## config.mk

```make
export PLATFORM = sky130hd
export DESIGN_NAME = port_one_pins
export DESIGN_NICKNAME = d
export VERILOG_FILES = /design/src/verilog/port_one_pkg.sv /design/src/verilog/port_one_pin_cell.sv /design/src/verilog/port_one_pins.sv
export SDC_FILE = /design/constraint.sdc
export NUM_CORES = 1
export LEC_CHECK = 0
export BUFFER_PORTS_ARGS = -buffer_cell sky130_fd_sc_hd__buf_2
export CAP_MARGIN = 30
export CORE_MARGIN = 1
export CORE_UTILIZATION = 46
export DETAILED_ROUTE_END_ITERATION = 16
export GPL_ROUTABILITY_DRIVEN = 0
export HOLD_SLACK_MARGIN = 0.1
export PLACE_DENSITY = 0.76
export RECOVER_POWER = 25
export SYNTH_ARGS = -nofsm -noshare
export SYNTH_HDL_FRONTEND = slang
export SYNTH_SLANG_ARGS = --single-unit
export TNS_END_PERCENT = 1
```

## constraint.sdc

```tcl
create_clock -name I_MCLK -period 2 [get_ports I_MCLK]
set_input_delay 0.1 -clock I_MCLK [delete_from_list [all_inputs] [get_ports I_MCLK]]
set_output_delay 0.1 -clock I_MCLK [all_outputs]
set_load 0.01 [all_outputs]
```

## src/verilog/port_one_pkg.sv

```systemverilog
// Constants for the three-pin port one block: pin positions, modes, reset values.
// Assumes a single 50 MHz clock domain.
package port_one_pkg;
    localparam int PORT_WIDTH = 6;
    localparam int BIT_ZERO = 0;
    localparam int BIT_ONE = 1;
    localparam int BIT_FIVE = 5;
    localparam logic [5:0] PIN_MASK = 6'h23;
    // Output type per configurable pin
    typedef enum logic [1:0] {
        MODE_QUASI = 2'b00,
        MODE_PUSH = 2'b01,
        MODE_INPUT = 2'b10,
        MODE_OPEN = 2'b11
    } out_mode_e;
    localparam logic [1:0] MODE_RESET = 2'b10;
    localparam logic [5:0] LATCH_RESET = 6'h23;
    localparam logic [15:0] RESET_VECTOR = 16'h0000;
    // Power-on window during which the reset pin is always honoured
    localparam int POR_TIME_US = 100;
    localparam int CLK_MHZ = 50;
    localparam int POR_CYCLES = POR_TIME_US * CLK_MHZ;
    // Cycles the reset pin must stay low at power-on to request programming mode
    localparam int PROG_HOLD_CYCLES = 16;
    localparam int SYNC_STAGES = 2;
endpackage : port_one_pkg

```

## src/verilog/port_one_pin_cell.sv

```systemverilog
// One configurable bidirectional port pin: latch, output type, pin drive.
// Assumes the pin input is already synchronous to the clock.
`timescale 1ns/10ps
module port_one_pin_cell
    import port_one_pkg::*;
(
    input wire logic i_clk,
    input wire logic i_rst_n,
    input wire logic i_soft_rst,
    // Configuration writes
    input wire logic i_mode_we,
    input wire logic [1:0] i_mode,
    input wire logic i_latch_we,
    input wire logic i_latch,
    // Alternate function
    input wire logic i_alt_en,
    input wire logic i_alt_out,
    // Pin
    input wire logic i_pin,
    output logic o_pin,
    output logic o_pin_oe,
    output logic o_pullup,
    output logic o_in,
    output logic [1:0] o_mode
);
    import port_one_pkg::*;

    logic [1:0] mode_q;
    logic [1:0] mode_d;
    logic latch_q;
    logic latch_d;
    logic drive_val;

    always_comb
    begin
        mode_d = mode_q;
        latch_d = latch_q;
        if (i_soft_rst)
        begin
            mode_d = MODE_RESET;
            latch_d = 1'b1;
        end
        else
        begin
            if (i_mode_we)
                mode_d = i_mode;
            if (i_latch_we)
                latch_d = i_latch;
        end
    end

    always_ff @(posedge i_clk or negedge i_rst_n)
    begin
        if (!i_rst_n)
        begin
            mode_q <= MODE_RESET;
            latch_q <= 1'b1;
        end
        else
        begin
            mode_q <= mode_d;
            latch_q <= latch_d;
        end
    end

    always_comb
    begin
        drive_val = i_alt_en ? i_alt_out : latch_q;
        o_pin = drive_val;
        o_pin_oe = 1'b0;
        o_pullup = 1'b0;
        unique case (out_mode_e'(mode_q))
            MODE_QUASI:
            begin
                o_pin_oe = ~drive_val;
                o_pullup = 1'b1;
            end
            MODE_PUSH: o_pin_oe = 1'b1;
            MODE_INPUT: o_pin_oe = 1'b0;
            MODE_OPEN: o_pin_oe = ~drive_val;
        endcase
    end

    assign o_in = i_pin;
    assign o_mode = mode_q;
endmodule : port_one_pin_cell

```

## src/verilog/port_one_pins.sv

```systemverilog
// Port one pin block: bits 0 and 1 bidirectional, bit 5 input or reset.
// Assumes the core gives latch and mode writes and uses the reset outputs.
`timescale 1ns/10ps
module port_one_pins
    import port_one_pkg::*;
#(
    parameter int POR_COUNT = POR_CYCLES,
    parameter int PROG_HOLD = PROG_HOLD_CYCLES
)
(
    // Clock and reset
    input wire logic I_MCLK,
    input wire logic I_RSTN,
    // User configuration: reset pin function select
    input wire logic I_RST_PIN_EN,
    // Core side configuration writes
    input wire logic I_MODE_WE0,
    input wire logic I_MODE_WE1,
    input wire logic [1:0] I_MODE,
    input wire logic [port_one_pkg::PORT_WIDTH-1:0] I_LATCH_WE,
    input wire logic [port_one_pkg::PORT_WIDTH-1:0] I_LATCH,
    // Serial port
    input wire logic I_SER_TX_EN,
    input wire logic I_SER_TX,
    output logic O_SER_RX,
    // Pins
    input wire logic [port_one_pkg::PORT_WIDTH-1:0] I_PIN,
    output logic [port_one_pkg::PORT_WIDTH-1:0] O_PIN,
    output logic [port_one_pkg::PORT_WIDTH-1:0] O_PIN_OE,
    output logic [port_one_pkg::PORT_WIDTH-1:0] O_PULLUP,
    // Core side status
    output logic [port_one_pkg::PORT_WIDTH-1:0] O_PORT_IN,
    output logic [3:0] O_MODES,
    output logic O_CHIP_RST,
    output logic [15:0] O_FETCH_ADDR,
    output logic O_POR_DONE,
    output logic O_PROG_MODE
);
    import port_one_pkg::*;

    logic [31:0] por_cnt_q;
    logic [31:0] por_cnt_d;
    logic por_done_q;
    logic por_done_d;
    logic [7:0] prog_cnt_q;
    logic [7:0] prog_cnt_d;
    logic prog_q;
    logic prog_d;
    logic rst_fn_active;
    logic pin_rst;
    logic rst_held_q;
    logic rst_held_d;
    logic rx_q;
    logic rx_d;
    logic [5:0] in_d;
    logic [5:0] in_q;
    logic pin0_out;
    logic pin0_oe;
    logic pin0_pu;
    logic pin0_in;
    logic pin1_out;
    logic pin1_oe;
    logic pin1_pu;
    logic pin1_in;

    // Reset pin is honoured during power-on regardless of configuration
    assign rst_fn_active = !por_done_q || I_RST_PIN_EN;
    assign pin_rst = rst_fn_active && !I_PIN[BIT_FIVE];

    // Counter stops at the end of the window, so it never wraps
    always_comb
    begin
        por_cnt_d = por_cnt_q;
        por_done_d = por_done_q;
        prog_cnt_d = prog_cnt_q;
        prog_d = prog_q;
        rst_held_d = pin_rst;
        if (!por_done_q)
        begin
            if (por_cnt_q >= 32'(POR_COUNT - 1))
                por_done_d = 1'b1;
            else
                por_cnt_d = por_cnt_q + 32'h1;
            // Low pin held long enough during power-on requests programming mode
            if (!I_PIN[BIT_FIVE])
            begin
                if (prog_cnt_q >= 8'(PROG_HOLD - 1))
                    prog_d = 1'b1;
                else
                    prog_cnt_d = prog_cnt_q + 8'h1;
            end
            else
                prog_cnt_d = 8'h00;
        end
    end

    always_ff @(posedge I_MCLK or negedge I_RSTN)
    begin
        if (!I_RSTN)
        begin
            por_cnt_q <= 32'h0;
            por_done_q <= 1'b0;
            prog_cnt_q <= 8'h00;
            prog_q <= 1'b0;
            rst_held_q <= 1'b0;
        end
        else
        begin
            por_cnt_q <= por_cnt_d;
            por_done_q <= por_done_d;
            prog_cnt_q <= prog_cnt_d;
            prog_q <= prog_d;
            rst_held_q <= rst_held_d;
        end
    end

    port_one_pin_cell u_bit0 (
        .i_clk(I_MCLK),
        .i_rst_n(I_RSTN),
        .i_soft_rst(pin_rst),
        .i_mode_we(I_MODE_WE0),
        .i_mode(I_MODE),
        .i_latch_we(I_LATCH_WE[BIT_ZERO]),
        .i_latch(I_LATCH[BIT_ZERO]),
        .i_alt_en(I_SER_TX_EN),
        .i_alt_out(I_SER_TX),
        .i_pin(I_PIN[BIT_ZERO]),
        .o_pin(pin0_out),
        .o_pin_oe(pin0_oe),
        .o_pullup(pin0_pu),
        .o_in(pin0_in),
        .o_mode(O_MODES[1:0])
    );

    port_one_pin_cell u_bit1 (
        .i_clk(I_MCLK),
        .i_rst_n(I_RSTN),
        .i_soft_rst(pin_rst),
        .i_mode_we(I_MODE_WE1),
        .i_mode(I_MODE),
        .i_latch_we(I_LATCH_WE[BIT_ONE]),
        .i_latch(I_LATCH[BIT_ONE]),
        .i_alt_en(1'b0),
        .i_alt_out(1'b0),
        .i_pin(I_PIN[BIT_ONE]),
        .o_pin(pin1_out),
        .o_pin_oe(pin1_oe),
        .o_pullup(pin1_pu),
        .o_in(pin1_in),
        .o_mode(O_MODES[3:2])
    );

    // Only bits 0 and 1 may drive; bit five and unused bits stay off
    always_comb
    begin
        O_PIN = 6'h00;
        O_PIN_OE = 6'h00;
        O_PULLUP = 6'h00;
        O_PIN[BIT_ZERO] = pin0_out;
        O_PIN_OE[BIT_ZERO] = pin0_oe;
        O_PULLUP[BIT_ZERO] = pin0_pu;
        O_PIN[BIT_ONE] = pin1_out;
        O_PIN_OE[BIT_ONE] = pin1_oe;
        O_PULLUP[BIT_ONE] = pin1_pu;
    end

    // Port input register; bit five reads as data only when not a reset pin
    always_comb
    begin
        in_d = 6'h00;
        in_d[BIT_ZERO] = pin0_in;
        in_d[BIT_ONE] = pin1_in;
        in_d[BIT_FIVE] = rst_fn_active ? 1'b1 : I_PIN[BIT_FIVE];
    end

    // Receive follows bit one through one flop; idle line level is high
    always_comb
    begin
        rx_d = pin1_in;
    end

    always_ff @(posedge I_MCLK or negedge I_RSTN)
    begin
        if (!I_RSTN)
            rx_q <= 1'b1;
        else
            rx_q <= rx_d;
    end

    always_ff @(posedge I_MCLK or negedge I_RSTN)
    begin
        if (!I_RSTN)
        begin
            in_q <= 6'h00;
        end
        else
        begin
            in_q <= in_d & PIN_MASK;
        end
    end

    assign O_PORT_IN = in_q;
    // Status comes from flops, so the core never sees a pin glitch
    assign O_SER_RX = rx_q;
    assign O_CHIP_RST = rst_held_q;
    assign O_FETCH_ADDR = RESET_VECTOR;
    assign O_POR_DONE = por_done_q;
    assign O_PROG_MODE = prog_q;
endmodule : port_one_pins

```

==> results.toml, run 1 <==
[routing]
drt-total-wl_um = 3290
drcViolationCount = 0
wl_per_cell_um = 10.31
vias_per_cell = 4.370
vias = 1394
drt_pass1_iterations = 4
drt_iter0_markers = 93
drtAntennaViolNets = 0

[yosys]
synth_edf_count = 0
ys_async_sr_fraction_pct = 100.0
yosys.area.top_type = "dfrtp_1"
synth_top_area_share_pct = 49.74
synth_area_leaders = "dfrtp_1, buf_4, dfstp_2"
yosysSeqAreaShare_pct = 55.18
syn_avg_cell_area_um2 = 10.93
syn_area_mm2 = 0.002415
synth_cell_type_count = 32
ys.flop_type = "dfrtp_1"
synth.cells.most_frequent = "dfrtp_1, buf_4, clkbuf_1, nand2_1"
synthMostInstantiatedCell = "dfrtp_1"
synth_cells = 221
synth_warnings = 0
synth-seq-cells = 53

[critical_path]
path_cells = "nor4_1 -> a21oi_1 -> or2_2 -> or4_1 -> o211ai_1"
critPathSlowestCell = "or4_1"
critPathLaunchType = "register"
crit_required_ns = 2.22
end_kind = "register"
max_stage_delay_ns = 0.49
cpLargestDelayFamily = "simple AND/OR/NAND/NOR gates"
crit_path_max_fanout = 10
critical_path_buf_inv_count = 0
path_class = "reg2reg"
crit_arrival_ns = 2.16

[clocking]
hold_buffers = 13
clock-sinks = 53
cts_max_level = 2
postCtsSetupBuffers = 0
clk_latency_ns = 0.30
cts_tree = "done"
ctsResizeCount = 0
clock_path_buffers = 2
root_buffer = "clkbuf_8"
cts_buffers = 5
cts.reportedPaths.clkPinSlew_ns = 0.10

[floorplanning]
num_rows = 26
die_x_um = 74.46
dieArea_mm2 = 0.005544
core_area_mm2 = 0.005075
start_util_pct = 47.58
io_pins = 75
die_y_um = 74.46

[layout]
nets = 281
post-route-util_pct = 52.74
drive_above_1_share_pct = 20.88
diodes = 0
area_growth_pct = 10.83

[timing]
maxSlewViolCount = 0
fmax_mhz = 517.6
tns_ns = 0
post-route-period-util_pct = 96.60
slew_headroom_pct = 8.892
grt_setup_unrepaired = "false"
fin_skew_ns = 0.006834
layout_min_cycle_time_ns = 1.932
setup_viol = 0
finalHoldViolations = 0
tightest_slew_ns = 1.367

[grt]
antenna_found_initial = 0
track_usage_pct = 13.19
busiest_layer = "met2"
grtUsageMet1_pct = 16.49
grt_start_max_net_pins = 30
use_met3_pct = 3.659
grt_pass1_vias = 1275
overflow = 0
use_met2_pct = 21.52
grt_pass1_wl_um = 5464

[place]
dpl.hpwl_um = 2340
port_buffers = 32

[min_path]
worstHoldPathType = "in2reg"

[pwr]
ir_worst_vdd_uv = 255.1
powerDensity_mw_per_mm2 = 705.2
p_leak_uw = 0.001340

[run]
maxCapViolCount = 0

[outcome]
status = "finished, final reports clean"
[cell usage in the layout (no fill, tap or decap), drive strengths merged, types with 3 or more instances in the layout]
| master | instances |
|---|---|
| o211ai | 3 |
| inv | 12 |
| nor4 | 10 |
| clkbuf | 7 |
| nand4 | 5 |
| dfrtp | 48 |
| dlygate4sd3 | 13 |
| conb | 31 |
| nor3 | 4 |
| o21a | 3 |
| nand3 | 7 |
| nand2 | 21 |
| mux2i | 7 |
| dfstp | 5 |
| ha | 6 |
| a21o | 3 |
| nor2 | 5 |
| buf | 33 |
| xnor2 | 10 |
[where the power goes]
group | internal [uW] | leakage (uW) | switching, uW
Sequential | 1090 | 0.000690 | 11.8
Combinational | 71.6 | 0.000607 | 98.2
Clock | 255 | 0.0000423 | 357
Total | 1420 | 0.00134 | 467
[logic make-up after synthesis]
kind of cell,share of synthesized area [%]
flip-flops,55.18
buffers and inverters,16.58
adder cells (fa/ha/maj),3.109
AND/OR/NAND/NOR,13.58
other,0.1553
AO/OA/AOI/OAI,4.041
multiplexers,3.368
XOR/XNOR,3.990
[worst paths after layout]
path | depth (start not counted) | to | slack [ns] | from
min | 2 | O_PORT_IN[5] | 0.11 | I_PIN[5]
min in group asynchronous | 2 | por_cnt_q[0] | 0.63 | I_RSTN
max in group asynchronous | 3 | u_bit0.latch_q | 0.53 | I_RSTN
max | 5 | prog_cnt_q[3] | 0.07 | prog_cnt_q[5]
min reg2reg | 0 | por_cnt_q[15] | 0.38 | por_cnt_q[15]
max reg2reg | 5 | prog_cnt_q[3] | 0.07 | prog_cnt_q[5]
[state kept, by name, indices dropped and copies added (netlist names)]
| signal | count |
|---|---|
| u_bit0.o_mode | 2 |
| O_PORT_IN | 3 |
| u_bit1.o_mode | 2 |
| O_CHIP_RST | 1 |
| O_POR_DONE | 1 |
| O_PROG_MODE | 1 |
| u_bit1.latch_q | 1 |
| O_SER_RX | 1 |
| prog_cnt_q | 8 |
| por_cnt_q | 32 |
| u_bit0.latch_q | 1 |
[layout make-up]
cell class	instances	area, um^2
Clock buffer	5	68.82
Clock inverter	3	26.28
Fill cell	450	2399
Inverter	11	43.79
Multi-Input combinational cell	129	794.5
Sequential cell	53	1333
Tap cell	70	87.58
Timing Repair Buffer	48	322.8
[stage by stage]
step	area [um^2]	instances	hold WS (ns)	setup WS (ns)	power, uW
after CTS	2679	319	0.1012	0.08718	1923
final	2676	319	0.1141	0.06799	1887
after detailed placement	2454	298	0.1315	0.1088	1276
after global placement	2454	298	0.1277	0.1721	1274
after global routing	2676	319	0.1252	0.007162	1998
after floorplan	2527	251	-0.1956	0.1279	1266
[layer usage]
layer,vias to the layer above,share of wire [%]
li1,697,-
met1,649,47
met2,41,46
met3,7,4.9
met4,0,1.7
met5,-,0
Note: power is estimated with default switching activity, not from simulation.
==> inputs of run 2 (changes only) <==
--- a/config.mk
+++ b/config.mk
@@ -6,13 +6,12 @@
 export NUM_CORES = 1
 export LEC_CHECK = 0
 export BUFFER_PORTS_ARGS = -buffer_cell sky130_fd_sc_hd__buf_2
-export CAP_MARGIN = 30
+export CAP_MARGIN = 20
 export CORE_MARGIN = 1
-export CORE_UTILIZATION = 46
+export CORE_UTILIZATION = 45
 export DETAILED_ROUTE_END_ITERATION = 16
-export GPL_ROUTABILITY_DRIVEN = 0
 export HOLD_SLACK_MARGIN = 0.1
-export PLACE_DENSITY = 0.76
+export PLACE_DENSITY = 0.74
 export RECOVER_POWER = 25
 export SYNTH_ARGS = -nofsm -noshare
 export SYNTH_HDL_FRONTEND = slang
==> run 2 against run 1 <==
Net effect:
- clock power is 0.7% higher
- critical path depth is 1 higher
- combinational power hardly changed
- non-clock buffer count is 2 higher
- largest power group unchanged
- register-to-register slack better by 0.12 ns
- cell count is 0.63% higher
- critical endpoint unchanged
- die area is 2.2% higher
- wire length is 8.2% higher
- sequential power hardly changed
- worst setup slack better by 0.12 ns
- largest cell class unchanged
==> results.toml, run 2 (same netlist as run 1, synthesis figures left out) <==
[routing]
routed-wl-met2_um = 1763
wl_met1_um = 1575
vias_per_cell = 4.452
top_layer = "met4"
drt-total-wl_um = 3561
vias = 1429
drtAntennaViolNets = 0
drcViolationCount = 0
wl_per_cell_um = 11.09
drt_pass1_iterations = 3
wl_met3_um = 154
drt_iter0_markers = 71

[timing]
grt_setup_unrepaired = "false"
post-route-period-util_pct = 90.58
layout_min_cycle_time_ns = 1.812
fmax_mhz = 552.0
finalHoldViolations = 0
slew_headroom_pct = 16.48
tightest_slew_ns = 1.253
setup_viol = 0
tns_ns = 0
fin_skew_ns = 0.007697
whs_ns = 0.3849
maxSlewViolCount = 0

[clocking]
cts_buffers = 5
clock-sinks = 53
clock_path_buffers = 2
cts_tree = "done"
clk_latency_ns = 0.31
cts_max_level = 2
root_buffer = "clkbuf_8"
cts.reportedPaths.clkPinSlew_ns = 0.10

[critical_path]
crit_arrival_ns = 2.04
path_cells = "ha_1 -> nand3_1 -> a21oi_1 -> or2_2 -> or4_1 -> o211ai_1"
cpLargestDelayFamily = "simple AND/OR/NAND/NOR gates"
crit_path_max_fanout = 10
end_kind = "register"
path_class = "reg2reg"
crit_required_ns = 2.23
critical_path_buf_inv_count = 0
critPathLaunchType = "register"
max_stage_delay_ns = 0.48
critPathSlowestCell = "or4_1"

[layout]
top_register = "por_cnt_q"
stdcell_count = 321
mostFrequentLayoutCell = "dfrtp_1"
diodes = 0
layout_common_cells = "dfrtp_1, conb_1, buf_2"
nets = 283
area_growth_pct = 11.97
drive_above_1_share_pct = 21.51
final_area_mm2 = 0.002704
largest_reg_flops = 32

[floorplanning]
core_area_mm2 = 0.005140
dieArea_mm2 = 0.005663
start_util_pct = 46.98
die_x_um = 75.26
io_pins = 75
num_rows = 26
die_y_um = 75.26

[pwr]
power_uw = 1895
powerDensity_mw_per_mm2 = 700.8
p_leak_uw = 0.001350
ir_worst_vdd_uv = 264.8

[grt]
track_usage_pct = 14.53
grt_pass1_wl_um = 5885
grt_start_max_net_pins = 32
grt_pass1_vias = 1392
antenna_found_initial = 0
overflow = 0

[outcome]
status = "finished, final reports clean"

[place]
postPlaceCellArea_mm2 = 0.002454
dpl.hpwl_um = 2485
placedCellCount = 298
gp_congestion = 0.7704
port_buffers = 32

[run]
maxCapViolCount = 0

[min_path]
worstHoldPathType = "reg2reg"
==> run 2: metal layers <==
layer,track usage [%],up-vias
li1,-,705
met2,27.03,37
met5,0,-
met1,14.88,680
met4,7.407,0
met3,4.016,7
==> run 2: through the flow <==
stage	util, %	setup WS [ns]
detailed placement	47.74	0.1294
floorplan	-	0.1279
CTS	52.51	0.1045
global route	52.60	0.02436
finish	52.60	0.1884
global placement	47.74	0.2147
==> run 2: worst register-to-register path, stage by stage (launching register included) <==
cell,delay [ns]
dfrtp_1,0.42
ha_1,0.22
nand3_1,0.08
a21oi_1,0.07
or2_2,0.36
or4_1,0.48
o211ai_1,0.10
==> run 2: repair_timing <==
action                                  in CTS  in global routing
setup buffers                                0                  0
endpoints found under the hold margin       33                  0
hold buffers                                15                  0
resized for setup                            0                  1
endpoints found under the setup margin       0                  4
==> run 2: power by group <==
part | total (uW) | internal [uW] | switching, uW
combinational | 172 | 73.2 | 99.2
sequential | 1110 | 1090 | 11.9
clock | 616 | 255 | 362
total | 1890 | 1420 | 473
==> run 2: worst paths after layout <==
kind                                from              to  slack, ns  depth (start not counted)
max                        prog_cnt_q[0]   prog_cnt_q[3]       0.19                          6
min                        por_cnt_q[18]   por_cnt_q[18]       0.38                          0
max reg2reg                prog_cnt_q[0]   prog_cnt_q[3]       0.19                          6
min reg2reg                por_cnt_q[18]   por_cnt_q[18]       0.38                          0
max in group asynchronous         I_RSTN  u_bit0.latch_q       0.61                          3
min in group asynchronous         I_RSTN   por_cnt_q[21]       0.57                          2
==> run 2: cell type report <==
class                           count  area [um^2]
Sequential cell                    53         1333
Clock inverter                      3        26.28
Fill cell                         473         2436
Inverter                           11        43.79
Clock buffer                        5        68.82
Multi-Input combinational cell    129        800.8
Tap cell                           70        87.58
Timing Repair Buffer               50        344.1
